[config.mk]
export PLATFORM = sky130hd
export DESIGN_NAME = oodt_timers
export DESIGN_NICKNAME = d
export VERILOG_FILES = /design/src/pkg/oodt_pkg.sv /design/src/logic/oodt_delay_core.sv /design/src/logic/oodt_timers.sv
export SDC_FILE = /design/constraint.sdc
export NUM_CORES = 1
export LEC_CHECK = 0
export BUFFER_PORTS_ARGS = -buffer_cell sky130_fd_sc_hd__buf_2
export CAP_MARGIN = 15
export CORE_UTILIZATION = 55
export CTS_CLUSTER_SIZE = 40
export DETAILED_ROUTE_END_ITERATION = 8
export GPL_TIMING_DRIVEN = 1
export PLACE_DENSITY = 0.81
export SYNTH_ARGS = -nofsm -noshare
export SYNTH_HDL_FRONTEND = slang
export SYNTH_HIERARCHICAL = 1
export SYNTH_SLANG_ARGS = --single-unit
[constraint.sdc]
create_clock -name mclk -period 8.5 [get_ports mclk]
set_input_delay 1.275 -clock mclk [delete_from_list [all_inputs] [get_ports mclk]]
set_output_delay 1.275 -clock mclk [all_outputs]
set_load 0.005 [all_outputs]
[src/pkg/oodt_pkg.sv]
// Purpose: shared constants for the on/off delay timer block
// Assumes: one 40 MHz clock, period 25 ns
// Notes: unit codes select the tick that one delay count is worth
`default_nettype none
package oodt_pkg;
  localparam int CLK_PERIOD_NS = 25;
  localparam int MS_NS = 1000000;
  // cycles per millisecond, rounded down (exact at 40 MHz)
  localparam int CYC_PER_MS = MS_NS / CLK_PERIOD_NS;
  localparam int MS_PER_S = 1000;
  localparam int S_PER_MIN = 60;
  localparam int MIN_PER_H = 60;
  localparam int DELAY_W = 16;
  localparam logic [15:0] DELAY_MAX = 16'hFFFF;
  localparam logic [15:0] DELAY_RESET = 16'h0000;
  localparam logic [1:0] UNIT_RESET = 2'h0;
  typedef enum logic [1:0] {UNIT_MS, UNIT_S, UNIT_MIN, UNIT_H} oodt_unit_t;
  typedef enum {ST_IDLE, ST_TIMING, ST_DONE} oodt_state_t;
endpackage
`default_nettype wire

[src/logic/oodt_delay_core.sv]
// Purpose: one delay timer; on-delay or off-delay by parameter
// Assumes: trig already synchronised; tick pulses once per unit
// Notes: a zero delay passes the active edge on the next tick
`default_nettype none
module oodt_delay_core #(
  parameter bit OFF_MODE = 1'b0
) (
  // clock and reset
  input wire logic mclk,
  input wire logic reset,
  input wire logic clkEn,
  // timing
  input wire logic trig,
  input wire logic tick,
  input wire logic [15:0] delay,
  // result
  output logic timerOutput
);
  oodt_pkg::oodt_state_t state;
  logic [15:0] elapsed;
  // level that starts the countdown: high for on-delay, low for off-delay
  logic armed;
  assign armed = OFF_MODE ? !trig : trig;
  // the selected tick that finishes the countdown
  logic expire;
  assign expire = state == oodt_pkg::ST_TIMING && armed && tick && elapsed >= delay;

  always_ff @(posedge mclk or posedge reset)
  begin
    if (reset)
    begin
      state <= oodt_pkg::ST_IDLE;
      elapsed <= 16'h0000;
    end
    else if (clkEn)
    begin
      case (state)
        oodt_pkg::ST_IDLE:
        begin
          elapsed <= 16'h0000;
          if (armed)
            state <= oodt_pkg::ST_TIMING;
        end
        oodt_pkg::ST_TIMING:
        begin
          // a break in the level abandons the partial delay
          if (!armed)
            state <= oodt_pkg::ST_IDLE;
          else if (tick)
          begin
            if (elapsed >= delay)
              state <= oodt_pkg::ST_DONE;
            else
              elapsed <= elapsed + 16'h0001;
          end
        end
        oodt_pkg::ST_DONE:
          if (!armed)
            state <= oodt_pkg::ST_IDLE;
        default:
          state <= oodt_pkg::ST_IDLE;
      endcase
    end
  end

  // on output leaves the rest level only when the delay has run out; off output returns to it then
  always_ff @(posedge mclk or posedge reset)
  begin
    if (reset)
      timerOutput <= 1'b0;
    else if (clkEn)
    begin
      // off output only falls from high, so a low trigger out of reset stays at rest
      if (OFF_MODE)
        timerOutput <= trig || (timerOutput && !expire);
      else
        timerOutput <= trig && (state == oodt_pkg::ST_DONE || expire);
    end
  end
endmodule
`default_nettype wire

[src/logic/oodt_timers.sv]
// Purpose: on-delay and off-delay timers sharing one unit tick chain
// Assumes: trigger inputs come from outside the clock domain
// Notes: tick phase is free running, so each delay has up to one unit of
//   start jitter; traded for one shared prescaler instead of one per timer
// Function
// - on output rises after full high delay
// - on output low at once when trigger low
// - off output falls after full low delay
// - off output high at once when trigger high
// - delay is unsigned 0 to 65535
// - connected delay input overrides stored value
// - off timer scales delay by selected unit
// - delay value writable into stored configuration
`default_nettype none
module oodt_timers #(
  parameter int CYC_PER_MS = oodt_pkg::CYC_PER_MS
) (
  // clock and reset
  input wire logic mclk,
  input wire logic reset,
  input wire logic clkEn,
  // triggers
  input wire logic onTrig,
  input wire logic offTrig,
  // on-delay configuration
  input wire logic onDelayWrite,
  input wire logic [15:0] onDelayWriteValue,
  input wire logic onDelayConnected,
  input wire logic [15:0] onDelayIn,
  input wire logic [1:0] onUnit,
  // off-delay configuration
  input wire logic offDelayWrite,
  input wire logic [15:0] offDelayWriteValue,
  input wire logic offDelayConnected,
  input wire logic [15:0] offDelayIn,
  input wire logic [1:0] offUnit,
  // outputs
  output logic on_delay_out,
  output logic off_delay_out
);
  logic [1:0] onSync;
  logic [1:0] offSync;
  logic [15:0] onStored;
  logic [15:0] offStored;
  logic [31:0] prescale;
  logic [9:0] msCount;
  logic [5:0] secCount;
  logic [5:0] minCount;
  logic msTick;
  logic secTick;
  logic minTick;
  logic hourTick;
  logic onTick;
  logic offTick;
  logic [15:0] onDelay;
  logic [15:0] offDelay;

  // triggers cross in through two flops; only the second stage is read
  always_ff @(posedge mclk or posedge reset)
  begin
    if (reset)
    begin
      onSync <= 2'h0;
    end
    else if (clkEn)
    begin
      onSync <= {onSync[0], onTrig};
    end
  end

  always_ff @(posedge mclk or posedge reset)
  begin
    if (reset)
    begin
      offSync <= 2'h0;
    end
    else if (clkEn)
    begin
      offSync <= {offSync[0], offTrig};
    end
  end

  // stored delays; 16-bit ports keep any value inside 0..65535
  always_ff @(posedge mclk or posedge reset)
  begin
    if (reset)
    begin
      onStored <= oodt_pkg::DELAY_RESET;
    end
    else if (clkEn)
    begin
      if (onDelayWrite)
        onStored <= onDelayWriteValue;
    end
  end

  always_ff @(posedge mclk or posedge reset)
  begin
    if (reset)
    begin
      offStored <= oodt_pkg::DELAY_RESET;
    end
    else if (clkEn)
    begin
      if (offDelayWrite)
        offStored <= offDelayWriteValue;
    end
  end

  // a connected source always wins over the stored value
  always_comb
  begin
    if (onDelayConnected)
      onDelay = onDelayIn;
    else
      onDelay = onStored;
  end

  always_comb
  begin
    if (offDelayConnected)
      offDelay = offDelayIn;
    else
      offDelay = offStored;
  end

  // shared unit tick chain: ms, s, min, h
  assign msTick = prescale == 32'(CYC_PER_MS - 1);
  assign secTick = msTick && msCount == 10'(oodt_pkg::MS_PER_S - 1);
  assign minTick = secTick && secCount == 6'(oodt_pkg::S_PER_MIN - 1);
  assign hourTick = minTick && minCount == 6'(oodt_pkg::MIN_PER_H - 1);

  // prescale wraps on its own count only, never on a trigger edge
  always_ff @(posedge mclk or posedge reset)
  begin
    if (reset)
    begin
      prescale <= 32'h0000_0000;
    end
    else if (clkEn)
    begin
      if (msTick)
        prescale <= 32'h0000_0000;
      else
        prescale <= prescale + 32'h0000_0001;
    end
  end

  always_ff @(posedge mclk or posedge reset)
  begin
    if (reset)
    begin
      msCount <= 10'h000;
    end
    else if (clkEn && msTick)
    begin
      if (secTick)
        msCount <= 10'h000;
      else
        msCount <= msCount + 10'h001;
    end
  end

  always_ff @(posedge mclk or posedge reset)
  begin
    if (reset)
    begin
      secCount <= 6'h00;
    end
    else if (clkEn && secTick)
    begin
      if (minTick)
        secCount <= 6'h00;
      else
        secCount <= secCount + 6'h01;
    end
  end

  always_ff @(posedge mclk or posedge reset)
  begin
    if (reset)
    begin
      minCount <= 6'h00;
    end
    else if (clkEn && minTick)
    begin
      if (hourTick)
        minCount <= 6'h00;
      else
        minCount <= minCount + 6'h01;
    end
  end

  // each timer picks its own unit from the common chain
  always_comb
  begin
    case (onUnit)
      oodt_pkg::UNIT_MS: onTick = msTick;
      oodt_pkg::UNIT_S: onTick = secTick;
      oodt_pkg::UNIT_MIN: onTick = minTick;
      default: onTick = hourTick;
    endcase
  end

  always_comb
  begin
    case (offUnit)
      oodt_pkg::UNIT_MS: offTick = msTick;
      oodt_pkg::UNIT_S: offTick = secTick;
      oodt_pkg::UNIT_MIN: offTick = minTick;
      default: offTick = hourTick;
    endcase
  end

  oodt_delay_core #(
    .OFF_MODE(1'b0)
  ) onTimer (
    .mclk(mclk),
    .reset(reset),
    .clkEn(clkEn),
    .trig(onSync[1]),
    .tick(onTick),
    .delay(onDelay),
    .timerOutput(on_delay_out)
  );

  oodt_delay_core #(
    .OFF_MODE(1'b1)
  ) offTimer (
    .mclk(mclk),
    .reset(reset),
    .clkEn(clkEn),
    .trig(offSync[1]),
    .tick(offTick),
    .delay(offDelay),
    .timerOutput(off_delay_out)
  );
endmodule
`default_nettype wire

==> flow_metrics.tcl <==
set metrics [dict create \
    hold_path_startpoint "msCount[8]$_DFFE_PP0P_" \
    rsz0062_at_grt "no" \
    switching_share 0.244 \
    required_ns 8.81 \
    root_buffer "clkbuf_16" \
    end_kind "flop" \
    num_vias 5998 \
    finClkSkew_ns 0.00864 \
    die_width_um 118 \
    area_growth_pct 14.5 \
    p_comb_frac 0.118 \
    dieArea_um2 13900 \
    synthFlopType "dfrtp_1" \
    seqCellArea_um2 3200 \
    power_uw 1550 \
    startpoint_type "flop" \
    syn-instance-count 738 \
    ys_top_cells_by_count "dfrtp_1 (128), nand2_1 (72), mux2_2 (70)" \
    r2r_cells 9 \
    synth-seq-area-share 0.434 \
    p_leak_uw 0.00393 \
    grt_max_degree 59 \
    yosys.area.top_type "dfrtp_1" \
    p_int_uw 1180 \
    antenna_found_initial 0 \
    grt.total_usage 0.254 \
    worst-setup-path-type "flop to flop" \
    critPathTopFamily "simple AND/OR/NAND/NOR gates" \
    place_congestion 0.905 \
    wl_per_cell_um 16.6 \
    core_area_um2 12900 \
    power.share.clock 0.442 \
    synth-seq-cells 128 \
    cts-resized-gates 0 \
    setup-tns-final_ns 0 \
    fmax_ghz 0.248 \
    reg2reg_to "onTimer/elapsed[13]$_DFFE_PP0P_" \
    synth.most_common_cell "dfrtp_1" \
    clock_path_buffers 2 \
    vias_per_cell 6.00 \
    wl_mm 16.6 \
    worstPathArrival_ns 4.34 \
    initial_core_util 0.574 \
    synthTopCellsByArea "dfrtp_1 (43%), mux2_2 (11%), ha_1 (6.4%), nand2_1 (3.7%), inv_1 (2.5%)" \
    hp-class "flop to flop" \
    slew_headroom 0.374 \
    fillers 988 \
    min_to "msCount[8]$_DFFE_PP0P_" \
    period_minus_slack_ns 4.03 \
    worst_pin_slew_ns 0.936 \
    critPathMostFrequentCell "nand2_1" \
    peakVddDrop_mv 0.135 \
    reg2reg_slack_ns 4.47 \
    multiInputGateArea_um2 3900 \
    drv_cap 0 \
    grt-ovfl-total 0 \
    postCtsHoldBufs 0 \
    drcViolationCount 0 \
    synthArstFlopShare 1.00 \
    cts_buffers 17 \
    fin_crit_sh 0.474 \
    p_per_area_nw_per_um2 184 \
    ioPinCount 79 \
    crit_buf_inv 0 \
    layout-drive-gt1-share 0.246 \
    h-tree-depth 4 \
    clkTransAtPathRegs_ns 0.05 \
    post_cts_buffers 0 \
    min_path_cells 1 \
    rows 41 \
    finalSetupViolations 0 \
    synthDistinctLibCells 68 \
    path_cells "nor4_1, and4_1, nand2_1, or3_1, a221oi_1, nand3_1, nor2_1, nand2_1, o41ai_1" \
    drtIter0Drc 337 \
    diodes 0 \
    synth_top_area_share 0.434 \
    timing.rr.start "prescale[7]$_DFFE_PP0P_" \
    netlist_area_um2 7390 \
    cp_max_fo 13 \
    portBuffers 78 \
    outcome "finished, final reports clean" \
    grt_pass1_vias 6116 \
    grt_pass1_wl_mm 28.5 \
    hold_violations 0 \
    ant_nets 0 \
    first_pass_iters 5 \
    maxSlewViolCount 0 \
    worstSkewPairLatency_ns 0.42 \
    max_stage_delay_ns 0.71 \
    switchingPower_uw 379 \
    synth_enable_flop_cells 0 \
    cts_sinks 128 \
    die_h_um 118 \
    pwr-share-seq 0.440 \
    final_nets 931 \
    synth_fp_nets 853 \
    postSynthAreaPerCell_um2 10.0 \
    place_hpwl_mm 11.7 \
    ys_warn_count 6 \
    cp_slowest_cell "a221oi_1" \
    tritoncts "yes" \
]
==> registers in the layout, summed over array words and instances (netlist names) <==
register              flops
minCount                  6
msCount                  10
offStored                16
offSync                   2
offTimer/elapsed         16
offTimer/state            2
offTimer/timerOutput      1
onStored                 16
onSync                    2
onTimer/elapsed          16
onTimer/state             2
onTimer/timerOutput       1
prescale                 32
secCount                  6
==> area by class of cell <==
type | instances | area share
repair buffers | 79 | 0.0470
multi-input cells | 541 | 0.461
clock inverters | 6 | 0.00651
flip-flops and latches | 128 | 0.379
clock buffers | 25 | 0.0598
well taps | 172 | 0.0254
inverters | 49 | 0.0219
==> how the worst max path moves through the flow <==
stage | startpoint | endpoint | slack, ns | depth (start not counted)
finish | prescale[7]$_DFFE_PP0P_ | onTimer/elapsed[13]$_DFFE_PP0P_ | 4.47 | 9
global route | prescale[7]$_DFFE_PP0P_ | onTimer/elapsed[13]$_DFFE_PP0P_ | 4.15 | 9
CTS | prescale[16]$_DFFE_PP0P_ | onTimer/elapsed[13]$_DFFE_PP0P_ | 4.55 | 9
detailed placement | onDelayConnected | onTimer/elapsed[13]$_DFFE_PP0P_ | 4.34 | 9
global placement | onDelayConnected | onTimer/elapsed[13]$_DFFE_PP0P_ | 4.47 | 9
floorplan | onDelayConnected | onTimer/elapsed[11]$_DFFE_PP0P_ | 4.59 | 13
==> cells in the final DEF, fill, tap and decap left out, types with 3 or more instances in the layout <==
master	instances
a21o_1	5
a21oi_1	17
a31o_2	3
a31oi_1	26
and2_1	11
and3_1	19
and4_1	3
buf_2	78
clkbuf_1	3
clkbuf_16	17
clkbuf_8	5
clkinv_2	6
dfrtp_1	128
ha_1	38
inv_1	48
mux2_2	70
nand2_1	72
nand2b_1	8
nand3_1	32
nand4_1	18
nor2_1	40
nor3_1	9
nor4_1	8
o211ai_1	3
o21a_1	6
o21ai_0	35
o21ai_1	4
o31ai_1	16
o41ai_1	5
or3_1	10
or4b_1	3
xnor2_1	19
xor2_1	9
==> cell families (layout without fill, tap and decap cells) <==
kind of cell / after synthesis / in the layout / synth area share
DFF: 128 / 128 / 0.434
AOI/OAI and AO/OA: 146 / 146 / 0.131
muxes: 71 / 71 / 0.108
adders and majority gates: 38 / 38 / 0.0644
xor gates and xnor gates: 28 / 28 / 0.0332
buffers and inverters: 69 / 159 / 0.0388
and+or+nand+nor: 258 / 258 / 0.191
==> power by group through the flow <==
stage | clock network (uW) | logic, uW | registers, uW
6_report | 687 | 183 | 684
5_1_grt | 723 | 206 | 689
4_1_cts | 697 | 184 | 683
3_5_place_dp | 0 | 180 | 693
3_3_place_gp | 0 | 170 | 689
2_1_floorplan | 0 | 134 | 683
==> through the flow <==
stage,setup WS (ns),hold WS [ns],util,cells,cell area [um^2]
after floorplan,4.59,0.447,-,738,7390
after global placement,4.47,0.469,0.613,969,7900
after detailed placement,4.34,0.481,0.613,969,7900
after CTS,4.55,0.490,0.657,1000,8460
after global routing,4.15,0.508,0.657,1000,8460
final,4.47,0.493,0.657,1000,8460
==> routing by layer <==
metal,wire [um],global-route usage,up-vias,share of wire
met2,8230,0.431,193,0.50
met5,0,0,-,0
met3,807,0.0514,30,0.049
met1,7230,0.314,2922,0.44
met4,325,0.105,0,0.020
li1,-,-,2853,-
Note: power is estimated with default switching activity, not from simulation.
